$ cat src/logic/ontime_defs.svh
`ifndef ONTIME_DEFS_SVH
`define ONTIME_DEFS_SVH

// Register offsets on the host register port.
`define OFS_CHAN1_HIGH 5'h05
`define OFS_CHAN1_MID 5'h06
`define OFS_CHAN3_HIGH 5'h09
`define OFS_CHAN3_MID 5'h0a
`define OFS_CHAN4_HIGH 5'h0b
`define OFS_CHAN4_MID 5'h0c
`define OFS_LOW_1_TO_4 5'h0d
`define OFS_CHAN5_HIGH 5'h0e
`define OFS_CHAN5_MID 5'h0f
`define OFS_CHAN6_HIGH 5'h10
`define OFS_CHAN6_MID 5'h11
`define OFS_LOW_5_6 5'h12

// Field positions.
`define POS_COMMON_SELECT 4
`define ONTIME_HIGH_MSB 17
`define ONTIME_HIGH_LSB 10
`define ONTIME_MID_MSB 9
`define ONTIME_MID_LSB 2

// Reset values.
`define RST_BYTE 8'hff
`define RST_LOW_FIELD 2'h3
`define RST_COMMON_SELECT 1'h0

// One count of on-time in nanoseconds, and clock period.
`define ONTIME_STEP_NS 50
`define CLOCK_PERIOD_NS 10
`define ONTIME_STEP_CYCLES (`ONTIME_STEP_NS / `CLOCK_PERIOD_NS)

`endif

$ cat src/logic/ontime_pkg.sv
package ontime_pkg;
  typedef logic [7:0] reg_byte_t;
  typedef logic [4:0] reg_addr_t;
  typedef logic [17:0] ontime_t;
  typedef logic [1:0] low_field_t;
endpackage

$ cat src/logic/ontime_select.sv
`timescale 1ns/1ps
`include "ontime_defs.svh"
// Chooses between a channel's own on-time and the common source value.
module ontime_select (
  input wire logic clock, // System clock.
  input wire logic rst, // Asynchronous reset, active high.
  input wire ontime_pkg::ontime_t own_value, // Channel's own value.
  input wire ontime_pkg::ontime_t common_value, // Channel 1 value.
  input wire logic common_ontime_select, // Use channel 1 value.
  input wire logic external_dimming_enable, // Dimming pin owns the channel.
  output ontime_pkg::ontime_t channel_on_time, // Registered on-time.
  output logic register_dimming // Registers govern dimming.
);
  ontime_pkg::ontime_t on_time_r;
  ontime_pkg::ontime_t on_time_nxt;
  logic reg_dim_r;
  logic reg_dim_nxt;

  always_comb begin
    on_time_nxt = common_ontime_select ? common_value : own_value;
    reg_dim_nxt = ~external_dimming_enable;
  end

  always_ff @(posedge clock or posedge rst) begin
    if (rst) begin
      on_time_r <= {`RST_BYTE, `RST_BYTE, `RST_LOW_FIELD};
      reg_dim_r <= 1'b0;
    end else begin
      on_time_r <= on_time_nxt;
      reg_dim_r <= reg_dim_nxt;
    end
  end

  assign channel_on_time = on_time_r;
  assign register_dimming = reg_dim_r;
endmodule

$ cat src/logic/led_channel_ontime_regs.sv
`timescale 1ns/1ps
`include "ontime_defs.svh"
module led_channel_ontime_regs (
  input wire logic clock, // System clock, 100 MHz.
  input wire logic rst, // Asynchronous reset, active high.
  input wire ontime_pkg::reg_addr_t reg_addr, // Register offset.
  input wire ontime_pkg::reg_byte_t reg_wdata, // Write data.
  input wire logic reg_write, // Write strobe, one cycle.
  input wire logic reg_read, // Read strobe, one cycle.
  input wire logic external_dimming_enable, // Dimming pin enable bit.
  output ontime_pkg::reg_byte_t reg_rdata, // Read data, registered.
  output logic reg_rvalid, // Read data valid pulse.
  output ontime_pkg::ontime_t chan1_on_time, // Channel 1 on-time.
  output ontime_pkg::ontime_t chan3_on_time, // Channel 3 on-time.
  output ontime_pkg::ontime_t chan4_on_time, // Channel 4 on-time.
  output ontime_pkg::ontime_t chan5_on_time, // Channel 5 on-time.
  output ontime_pkg::ontime_t chan6_on_time, // Channel 6 on-time.
  output logic register_dimming, // On-time registers govern dimming.
  output ontime_pkg::low_field_t chan2_ontime_low_field // Channel 2 low bits.
);
  // Index 0..4 is channel 1,3,4,5,6; arrays keep the decode compact.
  ontime_pkg::reg_byte_t high_r [0:4];
  ontime_pkg::reg_byte_t high_nxt [0:4];
  ontime_pkg::reg_byte_t mid_r [0:4];
  ontime_pkg::reg_byte_t mid_nxt [0:4];
  ontime_pkg::reg_byte_t low14_r;
  ontime_pkg::reg_byte_t low14_nxt;
  ontime_pkg::low_field_t low5_r;
  ontime_pkg::low_field_t low5_nxt;
  ontime_pkg::low_field_t low6_r;
  ontime_pkg::low_field_t low6_nxt;
  logic common_ontime_select_r;
  logic common_ontime_select_nxt;
  ontime_pkg::reg_byte_t rdata_r;
  ontime_pkg::reg_byte_t rdata_nxt;
  logic rvalid_r;
  logic rvalid_nxt;
  ontime_pkg::ontime_t own [0:4];
  ontime_pkg::ontime_t sel [0:4];
  logic reg_dim [0:4];

  // Slot of a high byte offset, or 3'h7 when none.
  function automatic logic [2:0] high_slot(input ontime_pkg::reg_addr_t a);
    if (a == `OFS_CHAN1_HIGH) high_slot = 3'h0;
    else if (a == `OFS_CHAN3_HIGH) high_slot = 3'h1;
    else if (a == `OFS_CHAN4_HIGH) high_slot = 3'h2;
    else if (a == `OFS_CHAN5_HIGH) high_slot = 3'h3;
    else if (a == `OFS_CHAN6_HIGH) high_slot = 3'h4;
    else high_slot = 3'h7;
  endfunction

  function automatic logic [2:0] mid_slot(input ontime_pkg::reg_addr_t a);
    if (a == `OFS_CHAN1_MID) mid_slot = 3'h0;
    else if (a == `OFS_CHAN3_MID) mid_slot = 3'h1;
    else if (a == `OFS_CHAN4_MID) mid_slot = 3'h2;
    else if (a == `OFS_CHAN5_MID) mid_slot = 3'h3;
    else if (a == `OFS_CHAN6_MID) mid_slot = 3'h4;
    else mid_slot = 3'h7;
  endfunction

  function automatic ontime_pkg::ontime_t pack(input ontime_pkg::reg_byte_t h,
      input ontime_pkg::reg_byte_t m, input ontime_pkg::low_field_t l);
    pack = {h, m, l};
  endfunction

  logic [2:0] hs;
  logic [2:0] ms;
  assign hs = high_slot(reg_addr);
  assign ms = mid_slot(reg_addr);

  always_comb begin
    for (int i = 0; i < 5; i++) begin
      high_nxt[i] = high_r[i];
      mid_nxt[i] = mid_r[i];
    end
    low14_nxt = low14_r;
    low5_nxt = low5_r;
    low6_nxt = low6_r;
    common_ontime_select_nxt = common_ontime_select_r;
    if (reg_write) begin
      if (hs != 3'h7) begin
        high_nxt[hs] = reg_wdata;
      end else if (ms != 3'h7) begin
        mid_nxt[ms] = reg_wdata;
      end else if (reg_addr == `OFS_LOW_1_TO_4) begin
        low14_nxt = reg_wdata;
      end else if (reg_addr == `OFS_LOW_5_6) begin
        // channel 5 and 6 low fields
        low5_nxt = reg_wdata[1:0];
        low6_nxt = reg_wdata[3:2];
        common_ontime_select_nxt = reg_wdata[`POS_COMMON_SELECT];
      end
    end
  end

  always_comb begin
    rdata_nxt = rdata_r;
    rvalid_nxt = reg_read;
    if (reg_read) begin
      if (hs != 3'h7) begin
        rdata_nxt = high_r[hs];
      end else if (ms != 3'h7) begin
        rdata_nxt = mid_r[ms];
      end else if (reg_addr == `OFS_LOW_1_TO_4) begin
        rdata_nxt = low14_r;
      end else if (reg_addr == `OFS_LOW_5_6) begin
        rdata_nxt = {3'h0, common_ontime_select_r, low6_r, low5_r};
      end else begin
        rdata_nxt = 8'h00;
      end
    end
  end

  always_ff @(posedge clock or posedge rst) begin
    if (rst) begin
      for (int i = 0; i < 5; i++) begin
        high_r[i] <= `RST_BYTE;
        mid_r[i] <= `RST_BYTE;
      end
      low14_r <= `RST_BYTE;
      low5_r <= `RST_LOW_FIELD;
      low6_r <= `RST_LOW_FIELD;
      common_ontime_select_r <= `RST_COMMON_SELECT;
      rdata_r <= 8'h00;
      rvalid_r <= 1'b0;
    end else begin
      for (int i = 0; i < 5; i++) begin
        high_r[i] <= high_nxt[i];
        mid_r[i] <= mid_nxt[i];
      end
      low14_r <= low14_nxt;
      low5_r <= low5_nxt;
      low6_r <= low6_nxt;
      common_ontime_select_r <= common_ontime_select_nxt;
      rdata_r <= rdata_nxt;
      rvalid_r <= rvalid_nxt;
    end
  end

  always_comb begin
    own[0] = pack(high_r[0], mid_r[0], low14_r[1:0]);
    own[1] = pack(high_r[1], mid_r[1], low14_r[5:4]);
    own[2] = pack(high_r[2], mid_r[2], low14_r[7:6]);
    own[3] = pack(high_r[3], mid_r[3], low5_r);
    own[4] = pack(high_r[4], mid_r[4], low6_r);
  end

  // Channel 1 is its own source, so the option leaves it unchanged.
  for (genvar g = 0; g < 5; g++) begin : g_sel
    ontime_select u_sel (
      .clock(clock),
      .rst(rst),
      .own_value(own[g]),
      .common_value(own[0]),
      .common_ontime_select(common_ontime_select_r),
      .external_dimming_enable(external_dimming_enable),
      .channel_on_time(sel[g]),
      .register_dimming(reg_dim[g])
    );
  end

  // Channel 2 low field lives here; its bytes are held elsewhere.
  ontime_pkg::low_field_t chan2_low_r;
  always_ff @(posedge clock or posedge rst) begin
    if (rst) begin
      chan2_low_r <= `RST_LOW_FIELD;
    end else begin
      chan2_low_r <= low14_nxt[3:2];
    end
  end

  assign reg_rdata = rdata_r;
  assign reg_rvalid = rvalid_r;
  assign chan1_on_time = sel[0];
  assign chan3_on_time = sel[1];
  assign chan4_on_time = sel[2];
  assign chan5_on_time = sel[3];
  assign chan6_on_time = sel[4];
  assign register_dimming = reg_dim[0];
  assign chan2_ontime_low_field = chan2_low_r;
endmodule

$ cat config.mk
export PLATFORM = sky130hd
export DESIGN_NAME = led_channel_ontime_regs
export DESIGN_NICKNAME = d
export VERILOG_FILES = /design/src/logic/ontime_pkg.sv /design/src/logic/ontime_select.sv /design/src/logic/led_channel_ontime_regs.sv
export VERILOG_INCLUDE_DIRS = /design/src /design/src/logic
export SDC_FILE = /design/constraint.sdc
export NUM_CORES = 1
export LEC_CHECK = 0
export BUFFER_PORTS_ARGS = -buffer_cell sky130_fd_sc_hd__buf_2
export CORE_MARGIN = 4
export CORE_UTILIZATION = 42
export DETAILED_ROUTE_END_ITERATION = 10
export PLACE_DENSITY_LB_ADDON = 0.3
export SLEW_MARGIN = 20
export SYNTH_ARGS = -nofsm -noshare
export SYNTH_HDL_FRONTEND = slang
export SYNTH_HIERARCHICAL = 1
export SYNTH_SLANG_ARGS = --single-unit
$ cat constraint.sdc
create_clock -name clock -period 8.7 [get_ports clock]
set_input_delay 2.61 -clock clock [delete_from_list [all_inputs] [get_ports clock]]
set_output_delay 2.61 -clock clock [all_outputs]
set_load 0.02 [all_outputs]
### Word-level counts from Yosys, hierarchy flattened

Cells that the tools add are included.

* bits in registers: 193
* latch bits: 0
* bits in writable memories: 0
* ROM bits: 0
* input port bits: 18
* output and inout bits: 102
* word-level logic and storage cells: 87
* memories: 0

* add/subtract/negate cells: 0
* $mul: 0
* divide/modulo/power cells: 0
* magnitude comparators: 4
* equal/unequal tests: 14
* shift operators: 0
* muxes and demuxes: 34
* bitwise logic cells: 6
* reductions and logical operators: 6

Operators by type and width (count)
* bitwise mux 40 bit: 2
* two-way mux 18 bit: 4
* two-way mux 8 bit: 9
* binary-select mux 8 bit (select 3 bit): 2
* demux 8 bit (select 3 bit): 2
* == test 5 x 4 -> 1 bit (second input constant): 7
* two-way mux 3 bit: 8
* two-way mux 4 bit: 4
* == test 5 bit (second input constant): 3
* == test 5 x 3 -> 1 bit (second input constant): 2
* greater-or-equal comparator 4 bit (second input constant): 2
* < comparator 4 x 1 -> 1 bit (second input constant): 2
* inverter 3 -> 4 bit: 2
* inequality test 3 bit (second input constant): 2
* two-way mux 5 bit: 1
* AND reduction 5 bit: 1
* two-way mux 2 bit: 2
* inverter 1 bit: 4
* AND reduction 4 bit: 1
* AND reduction 3 bit: 1
* logical AND 1 bit: 2
* AND reduction 2 bit: 1

### Logic depth before layout (Yosys ltp)

Gate-level depths: netlist (run 1).

* word-level depth: 12
* depth in mapped cells: 8
* gate-level depth less buffers: 5

### By module

Netlist (run 1), hierarchy kept.

By module, submodules not included
* led_channel_ontime_regs: instances 1, cells an instance 479, area an instance 5619.1 um2, sequential area each 2667.6 um2
* ontime_select: instances 5, cells an instance 41, area an instance 777.0 um2, sequential area each 498.0 um2

### Least setup slack after synthesis (run 1)

No wires, ideal clock.

* path type: in2reg
* start: input port reg_addr[4]
* end: register rdata_r[7] (netlist: reg_rdata[7])
* library setup time: 0.147 ns
* arrival time: 4.068 ns
* data required time: 8.553 ns
* slack: 4.485 ns
* stages on the path: 6
* path buffers: 1
* cell sequence: buf_2 > nor4b_4 > a22oi_2 > mux2_2 > a2111oi_0 > a311oi_1

* longest elaborated chain between the ends: 12
* elaborated cells on any way between the ends: 34
* classes of those cells: eq/ne (13); mux (19); bitwise (2)

RTL lines
* start: declaration: line led_channel_ontime_regs.sv:6 `input wire ontime_pkg::reg_addr_t reg_addr,`
* == test 5 bit (no line)
* two-way mux 2 bit: line led_channel_ontime_regs.sv:57 `` else if (a == `OFS_CHAN6_MID) mid_slot = 3'h4; ``
* two-way mux 3 bit: line led_channel_ontime_regs.sv:56 `` else if (a == `OFS_CHAN5_MID) mid_slot = 3'h3; ``
* two-way mux 3 bit: line led_channel_ontime_regs.sv:55 `` else if (a == `OFS_CHAN4_MID) mid_slot = 3'h2; ``
* two-way mux 3 bit: line led_channel_ontime_regs.sv:54 `` else if (a == `OFS_CHAN3_MID) mid_slot = 3'h1; ``
* two-way mux 3 bit: line led_channel_ontime_regs.sv:53 `` if (a == `OFS_CHAN1_MID) mid_slot = 3'h0; ``
* inverter 3 -> 4 bit (not written as such): line led_channel_ontime_regs.sv:103 `rdata_nxt = mid_r[ms];`
* binary-select mux 8 bit (select 3 bit): line led_channel_ontime_regs.sv:103
* two-way mux 8 bit (not written as such) (2 in series): line led_channel_ontime_regs.sv:103
* two-way mux 8 bit: line led_channel_ontime_regs.sv:102 `end else if (ms != 3'h7) begin`
* two-way mux 8 bit *: line led_channel_ontime_regs.sv:100 `if (hs != 3'h7) begin`
* end signal: assignment: line led_channel_ontime_regs.sv:135 `rdata_r <= rdata_nxt;`
* end: declaration: line led_channel_ontime_regs.sv:34 `ontime_pkg::reg_byte_t rdata_r;`

Mark *: on every way between the ends. The rest lies on a longest branch, timed or not. The select of a mux whose other input is x is not followed.
A chain may end at the register's enable or synchronous reset.

### Final worst setup path (run 1)

* start: input port reg_addr[3]
* end: register rdata_r[5] (netlist: reg_rdata[5])

Same word-level chain as after synthesis.

==> reports/metrics.yaml, run 1 <==
route:
  initialDrtViolationCount: 421
  wl_per_cell_um: 22.9
  wirelength_um: 24300
  dr.pass1.iters: 5
  via_per_inst: 5.58
  vias: 5902
  antenna_left: 0
  drc: 0
critical_path:
  end_kind: "flop"
  cp_data_arrival_time_ns: 5.44
  r2r_start: "common_ontime_select_r"
  regToRegEndpoint: "reg_rdata[4]"
  cpPeakStageDelay_ns: 0.79
  ff2ff_setup_slack_ns: 6.27
  cp_cell_sequence: "buf_2, nor4b_4, and2b_1, or2_1, mux2_4, a311oi_1"
  crit_required_ns: 9.03
  critPathMaxFanout: 42
  crit_family: "simple AND/OR/NAND/NOR gates"
  r2r.worst_path.cells: 5
  timing_worst_setup_path_type: "in -> reg"
  cp-start-kind: "primary input"
  critPathSlowestCell: "nor4b_4"
  crit_buf_inv: 1
synth:
  synth_area_mm2: 0.00939
  yosys_warnings: 6
  synth_fp_nets: 694
  synthCells: 676
  synth.avg_cell_area_um2: 13.9
global_routing:
  grt_usage: 0.202
  grt_max_degree: 71
  grt_pass1_vias: 6158
  antenna_found_initial: 1
  grt-ovfl-total: 0
  grt_pass1_wl_um: 37400
worst_hold_path:
  hp-class: "reg -> reg"
  hp-start: "reg_rdata[2]"
  hold_path_depth: 2
  hold_end: "reg_rdata[2]"
timing:
  hold_viol_final: 0
  tns_ns: 0
  slew_viol_final: 0
  relSlewSlack: 0.263
  setup_violations: 0
  worst-slew-pin-transition_ns: 1.11
  rsz0062_at_grt: "no"
  fin_skew_ns: 0.00897
  fin_crit_ns: 5.10
  fin_crit_sh: 0.587
  fmax_ghz: 0.196
cells_and_area:
  fillers: 1987
  diodes: 0
  layout_commonest_cell: "dfstp_2"
  areaGrowthSynthToFinish_pct: 12.3
  nets: 782
  layout_common_cells: "182 x dfstp_2, 135 x mux2_2, 119 x buf_2"
  stdcell_count: 1057
  final_area_mm2: 0.0105
  drive_above_1_share: 0.695
cts:
  htreeDepth: 4
  post_cts_buffers: 0
  cts-root-buf: "clkbuf_16"
  post_cts_resized: 0
  cts-buffers-inserted: 17
  clock_latency_ns: 0.44
  ctsHoldBuffers: 0
  clockBufferDepth: 2
  cts_tree: "yes"
  cts.clk_slew.worst_paths_ns: 0.07
  clkSinkCount: 193
placement:
  placed_cell_area_mm2: 0.00995
  dp.cells: 1025
  portBuffers: 119
  dp_hpwl_um: 16900
  place.gp.congestion: 0.913
die:
  die_h_um: 158
  die-area_mm2: 0.0248
  ios: 120
  core_area_mm2: 0.0219
  floorplan.initialDensity: 0.429
  rows: 54
  die_x_um: 158
pwr:
  peakVddDrop_uv: 130
  power_density_mw_per_mm2: 273
  power.total_w: 0.00288
  p_leak_nw: 4.47
flow_run:
  cap_violations: 0
run_status:
  outcome: "finished, final reports clean"
[report_power, final]
group | internal [W] | switching (W) | leakage (nW)
clock network | 0.000413 | 0.000368 | 0.285
registers | 0.00124 | 0.000163 | 2.03
logic | 0.000323 | 0.000370 | 2.15
total | 0.00198 | 0.000901 | 4.47
[per-stage QoR]
stage | setup slack, ns | hold slack [ns] | util
after floorplan | 3.57 | 0.593 | -
after global placement | 3.33 | 0.555 | 0.455
after detailed placement | 3.26 | 0.553 | 0.455
after CTS | 3.69 | 0.562 | 0.481
after global routing | 3.41 | 0.601 | 0.481
final | 3.60 | 0.569 | 0.481
[how the worst max path moves through the flow]
stage | startpoint | end | slack, ns | depth (start not counted)
after floorplan | rst | common_ontime_select_r | 3.57 | 1
after global placement | reg_addr[3] | reg_rdata[6] | 3.33 | 6
after detailed placement | reg_addr[3] | reg_rdata[6] | 3.26 | 6
after CTS | reg_addr[3] | reg_rdata[5] | 3.69 | 6
after global routing | reg_addr[3] | reg_rdata[5] | 3.41 | 6
final | reg_addr[3] | reg_rdata[5] | 3.60 | 6
[sequential cells by signal, indices dropped and copies added, names as in the netlist]
| register | flops |
|---|---|
| common_ontime_select_r | 1 |
| g_sel.u_sel/register_dimming | 1 |
| reg_rvalid | 1 |
| high_r | 40 |
| chan2_ontime_low_field | 2 |
| low6_r | 2 |
| reg_rdata | 8 |
| low14_r | 6 |
| g_sel.u_sel/channel_on_time | 90 |
| low5_r | 2 |
| mid_r | 40 |
[per-layer routing]
layer  wire length, µm  part of all wire  GRT usage
met2             12000              0.49      0.333
met4               459             0.019     0.0557
met3              1410             0.058     0.0445
met5                13           0.00054          0
met1             10400              0.43      0.269
[layout make-up]
type | count | area [µm²] | share of cell area
clock buffers | 18 | 439 | 0.0417
repair buffers | 122 | 618 | 0.0586
well taps | 280 | 350 | 0.0332
multi-input cells | 422 | 3890 | 0.369
flip-flops and latches | 193 | 5060 | 0.480
clock inverters | 14 | 146 | 0.0139
inverters | 8 | 31.3 | 0.00297
[worst register-to-register path, stage by stage, from the launching register on]
cell and delay [ns]:
dfrtp_4 0.68, buf_4 0.87, nand3_1 0.22, nand4_1 0.15, a211oi_1 0.10, a311oi_1 0.31
Note: power is estimated with default switching activity, not from simulation.
==> run 2: changes to the inputs <==
==> constraint.sdc (replaced) <==
create_clock -name clock -period 4.6 [get_ports clock]
set_input_delay 1.38 -clock clock [delete_from_list [all_inputs] [get_ports clock]]
set_output_delay 1.38 -clock clock [all_outputs]
set_load 0.02 [all_outputs]
==> run 2 against run 1 <==
Clock-buffer cell count grew 2. Combinational power is 85% higher. Clock power up 82%. Highest routed layer is now met4. Non-clock buffer count up 2. Critical path depth is 1 higher. First-iteration DRC count decreased by 0.95%.
==> reports/metrics.yaml, run 2 (synthesized netlist as in run 1, its figures left out) <==
run_status:
  outcome: "finished, final reports clean"
route:
  vias: 5921  # +0.32%
  wl_per_cell_um: 22.2  # -3.1%
  via_per_inst: 5.61  # +0.42%
  initialDrtViolationCount: 417  # -0.95%
  antenna_left: 0  # unchanged
  wl_met3_um: 1290  # -8.9%
  drt-met1-wl_um: 10200  # -2.2%
  wl_met2_um: 11500  # -4.1%
  wirelength_um: 23500  # -3.2%
  dr.pass1.iters: 5  # unchanged
  drc: 0  # unchanged
  topRoutingLayerUsed: "met4"
timing:
  hold_slack_ns: 0.568  # -0.000879 ns
  relSlewSlack: 0.316  # +0.0529
  tns_ns: 0  # unchanged
  slew_viol_final: 0  # unchanged
  fmax_ghz: 0.281
  fin_crit_sh: 0.774
  fin_crit_ns: 3.56
  fin_skew_ns: 0.00881  # -0.000161 ns
  worst-slew-pin-transition_ns: 1.03  # -0.0793 ns
  hold_viol_final: 0  # unchanged
  rsz0062_at_grt: "no"
  setup_violations: 0  # unchanged
die:
  ios: 120  # unchanged
  rows: 54  # unchanged
  die_x_um: 158  # unchanged
  core_area_mm2: 0.0219  # unchanged
  die-area_mm2: 0.0248  # unchanged
  die_h_um: 158  # unchanged
  floorplan.initialDensity: 0.429  # unchanged
cells_and_area:
  diodes: 0  # unchanged
  nets: 784  # +0.26%
  drive_above_1_share: 0.691  # -0.00426
  areaGrowthSynthToFinish_pct: 12.1
  stdcell_count: 1056  # -0.095%
  layout_common_cells: "182 x dfstp_2, 135 x mux2_2, 119 x buf_2"
  largest_reg_flops: 90  # unchanged
  layout_commonest_cell: "dfstp_2"
  fillers: 2004  # +0.86%
cts:
  cts.clk_slew.worst_paths_ns: 0.07  # about the same
  cts-root-buf: "clkbuf_16"
  post_cts_buffers: 0  # unchanged
  ctsHoldBuffers: 0  # unchanged
  cts_tree: "yes"
  htreeDepth: 4  # unchanged
  clockBufferDepth: 2  # unchanged
  cts-buffers-inserted: 17  # unchanged
  clock_latency_ns: 0.43  # about the same
  post_cts_resized: 0  # unchanged
  clkSinkCount: 193  # unchanged
critical_path:
  cp-start-kind: "primary input"
  regToRegEndpoint: "g_sel[2].u_sel/channel_on_time[1]"
  r2r_start: "common_ontime_select_r"
  r2r.worst_path.cells: 2  # -3
  timing_worst_setup_path_type: "in -> reg"
  ff2ff_setup_slack_ns: 2.38  # -3.89 ns
  critPathMaxFanout: 42  # unchanged
  end_kind: "flop"
  crit_required_ns: 4.93  # -4.10 ns
  cp_data_arrival_time_ns: 3.89  # -1.55 ns
worst_hold_path:
  hold_end: "reg_rdata[2]"
  hold_path_depth: 2  # unchanged
  hp-class: "reg -> reg"
  hp-start: "reg_rdata[2]"
global_routing:
  antenna_found_initial: 0  # -1
  grt_max_degree: 66  # -7.0%
  grt_pass1_vias: 6110  # -0.78%
  grt-ovfl-total: 0  # unchanged
  grt_usage: 0.194  # -0.00763
  grt_pass1_wl_um: 36200  # -3.3%
flow_run:
  cap_violations: 0  # unchanged
pwr:
  p_sw_frac: 0.303  # -0.0100
  power_density_mw_per_mm2: 512  # +87%
  pwr-share-seq: 0.499  # +0.011
  clkPwrFrac: 0.264  # -0.007
  p_sw_w: 0.00163  # +81%
  p_leak_nw: 4.47  # about the same
  internal-power_w: 0.00376  # +90%
  peakVddDrop_uv: 271  # +110%
  pwr-share-comb: 0.237  # -0.004
  power.total_w: 0.00539  # +87%
placement:
  place.gp.congestion: 0.946  # +3.5%
  portBuffers: 119  # unchanged
  dp_hpwl_um: 16600  # -1.8%
  dp.cells: 1027  # +0.20%
[run 2: per-stage QoR]
stage          setup WS, ns  instance area, µm²   util
2_1_floorplan         0.697                9390      -
3_3_place_gp          0.725                9980  0.456
3_5_place_dp          0.670                9980  0.456
4_1_cts                1.12               10500  0.481
5_1_grt               0.870               10500  0.481
6_report               1.04               10500  0.481
[run 2: power groups by stage]
| stage | registers [W] | clock network (W) | logic [W] |
|---|---|---|---|
| 2_1_floorplan | 0.00286 | 0 | 0.000735 |
| 3_3_place_gp | 0.00272 | 0 | 0.00128 |
| 3_5_place_dp | 0.00272 | 0 | 0.00129 |
| 4_1_cts | 0.00270 | 0.00146 | 0.00129 |
| 5_1_grt | 0.00274 | 0.00153 | 0.00137 |
| 6_report | 0.00269 | 0.00142 | 0.00128 |
[run 2: worst max-delay path, cell delays in order]
cell      delay [ns]
buf_2           0.34
nor4b_4         0.33
buf_4           0.24
and2b_1         0.47
or2_1           0.51
mux2_4          0.34
a311oi_1        0.27
[run 2: routing by layer]
metal,vias up,GRT usage
met3,30,0.0443
met2,209,0.319
met1,3028,0.256
met4,0,0.0598
li1,2654,-
met5,-,0
[run 2: how the worst max path moves through the flow]
stage	startpoint	end	slack (ns)	depth (start not counted)
after floorplan	rst	common_ontime_select_r	0.70	1
after global placement	reg_addr[3]	reg_rdata[5]	0.73	7
after detailed placement	reg_addr[3]	reg_rdata[6]	0.67	7
after CTS	reg_addr[3]	reg_rdata[6]	1.12	7
after global routing	reg_addr[3]	reg_rdata[6]	0.87	7
final	reg_addr[3]	reg_rdata[5]	1.04	7
[run 2: final cells by class]
class,count,area [µm²],share of cell area
timing repair buffer,124,646,0.0613
inverter,8,31.3,0.00297
tap,280,350,0.0333
clock buffer,20,437,0.0415
clock inverter,9,110,0.0105
sequential,193,5060,0.481
multi-input combinational,422,3890,0.370
==> run 3: changes to the inputs <==
==> constraint.sdc (replaced) <==
create_clock -name clock -period 3.2 [get_ports clock]
set_input_delay 0.96 -clock clock [delete_from_list [all_inputs] [get_ports clock]]
set_output_delay 0.96 -clock clock [all_outputs]
set_load 0.02 [all_outputs]
==> run 3 against run 2 <==
Utilization grew 0.95 points. Sequential cell count is the same. Clock power grew 49%. Non-clock buffer count grew 16. Hold slack lost 0.0092 ns. Critical path type unchanged. Critical endpoint is now reg_rdata[4]. Highest routed layer is now met5.
==> reports/metrics.yaml, run 3 (synthesized netlist as in run 1, its figures left out) <==
global_routing:
  grt_pass1_vias: 6062  # -0.79%
  antenna_found_initial: 2  # +2
  grt_max_degree: 103  # +56%
  grt-ovfl-total: 0  # unchanged
  grt_pass1_wl_um: 36600  # +1.3%
  grt_usage: 0.196  # +0.00223
cts:
  post_cts_buffers: 0  # unchanged
  post_cts_resized: 0  # unchanged
  clockBufferDepth: 2  # unchanged
  cts.clk_slew.worst_paths_ns: 0.08  # about the same
  cts-buffers-inserted: 17  # unchanged
  clock_latency_ns: 0.44  # about the same
  cts-root-buf: "clkbuf_16"
  clkSinkCount: 193  # unchanged
  cts_tree: "yes"
  ctsHoldBuffers: 0  # unchanged
  htreeDepth: 4  # unchanged
timing:
  fin_crit_ns: 2.71
  slew_viol_final: 0  # unchanged
  setup_violations: 0  # unchanged
  rsz0062_at_grt: "no"
  tns_ns: 0  # unchanged
  fin_crit_sh: 0.846
  worst_slack_ns: 0.492  # -0.546 ns
  worst-slew-pin-transition_ns: 0.783  # -0.243 ns
  hold_viol_final: 0  # unchanged
  fmax_ghz: 0.369
  fin_skew_ns: 0.00875  # -0.0000670 ns
  relSlewSlack: 0.477  # +0.162
  hold_slack_ns: 0.559  # -0.00916 ns
route:
  drc: 0  # unchanged
  via_per_inst: 5.53  # -1.4%
  antenna_left: 0  # unchanged
  wl_per_cell_um: 22.2  # -0.10%
  dr.pass1.iters: 7  # +2
  initialDrtViolationCount: 460  # +10%
  wirelength_um: 23900  # +1.8%
  vias: 5949  # +0.47%
critical_path:
  ff2ff_setup_slack_ns: 1.37  # -1.01 ns
  crit_required_ns: 3.54  # -1.39 ns
  end_kind: "flop"
  cp-start-kind: "primary input"
  regToRegEndpoint: "g_sel[1].u_sel/channel_on_time[15]"
  cpPeakStageDelay_ns: 0.49  # -0.02 ns
  critPathSlowestCell: "nor2b_1"
  critPathMaxFanout: 27  # -36%
  timing_worst_setup_path_type: "in -> reg"
  cp_cell_sequence: "buf_2, buf_4, nor2b_1, nand2_1, a31oi_1, a211oi_1, a311oi_1"
  r2r_start: "common_ontime_select_r"
  r2r.worst_path.cells: 2  # unchanged
  cp_data_arrival_time_ns: 3.04  # -0.85 ns
worst_hold_path:
  hp-start: "reg_rdata[3]"
  hp-class: "reg -> reg"
  hold_path_depth: 2  # unchanged
  hold_end: "reg_rdata[3]"
die:
  core_area_mm2: 0.0219  # unchanged
  ios: 120  # unchanged
  rows: 54  # unchanged
  floorplan.initialDensity: 0.429  # unchanged
  die_x_um: 158  # unchanged
  die_h_um: 158  # unchanged
  die-area_mm2: 0.0248  # unchanged
cells_and_area:
  nets: 800  # +2.0%
  areaGrowthSynthToFinish_pct: 14.4
  layout_common_cells: "182 x dfstp_2, 135 x mux2_2, 119 x buf_2"
  largest_reg_flops: 90  # unchanged
  layout_commonest_cell: "dfstp_2"
  drive_above_1_share: 0.702  # +0.0112
  fillers: 1931  # -3.6%
pwr:
  p_leak_nw: 4.57  # +2.3%
  peakVddDrop_uv: 346  # +28%
  clkPwrFrac: 0.270  # +0.006
  p_sw_frac: 0.312  # +0.00854
  pwr-share-seq: 0.490  # -0.009
  internal-power_w: 0.00539  # +44%
  power_density_mw_per_mm2: 730  # +43%
  pwr-share-comb: 0.240  # +0.003
  power.total_w: 0.00783  # +45%
  p_sw_w: 0.00244  # +49%
placement:
  place_ws_ns: 0.150  # -0.520 ns
  portBuffers: 119  # unchanged
  dp_hpwl_um: 16900  # +1.7%
  place.gp.congestion: 0.941  # -0.49%
flow_run:
  cap_violations: 0  # unchanged
run_status:
  outcome: "finished, final reports clean"
==> run 3: cell types whose count changed in the layout (fill, tap and decap cells not counted), sizes merged <==
cell and delta:
inv +1, buf +16, bufinv -1, clkbuf -2, clkinvlp +2, clkinv +3, diode +1
==> run 3: power by group through the flow <==
stage	Sequential, W	Clock (W)	Combinational (W)
global placement	0.00388	0	0.00188
global route	0.00390	0.00230	0.00201
detailed placement	0.00387	0	0.00190
finish	0.00383	0.00212	0.00188
CTS	0.00384	0.00218	0.00191
floorplan	0.00411	0	0.00106
==> run 3: cell type report <==
class / instances / area (µm²) / area share
Sequential cell: 193 / 5060 / 0.471
Multi-Input combinational cell: 422 / 3890 / 0.363
Timing Repair Buffer: 140 / 803 / 0.0748
Clock buffer: 18 / 439 / 0.0409
Tap cell: 280 / 350 / 0.0326
Clock inverter: 14 / 153 / 0.0142
Inverter: 8 / 33.8 / 0.00315
Antenna cell: 1 / 2.50 / 0.000233
==> run 3: worst max-delay path by stage <==
stage                     start            to  depth (start not counted)
floorplan           reg_addr[4]  reg_rdata[7]                          6
global placement    reg_addr[1]  reg_rdata[5]                          7
detailed placement  reg_addr[2]  reg_rdata[6]                          6
CTS                 reg_addr[2]  reg_rdata[6]                          6
global route        reg_addr[1]  reg_rdata[2]                          7
finish              reg_addr[1]  reg_rdata[4]                          7
==> run 3: worst max-delay path, delay by kind of cell <==
kind                   cells  cell delay (ns)
and+or+nand+nor            2             0.61
AOI/OAI and AO/OA          3             0.87
buffers and inverters      2             0.59
==> run 3: metal layers <==
layer / GRT usage / part of all wire / vias up
met5: 0 / 0.00054 / -
met4: 0.0586 / 0.017 / 2
met3: 0.0445 / 0.053 / 30
met2: 0.320 / 0.49 / 193
met1: 0.263 / 0.44 / 3026
li1: - / - / 2698
==> run 3: per-stage QoR <==
stage / cells / cell area (µm²) / util
2_1_floorplan: 676 / 9390 / -
3_3_place_gp: 1043 / 10100 / 0.463
3_5_place_dp: 1043 / 10100 / 0.463
4_1_cts: 1075 / 10700 / 0.490
5_1_grt: 1076 / 10700 / 0.490
6_report: 1076 / 10700 / 0.490
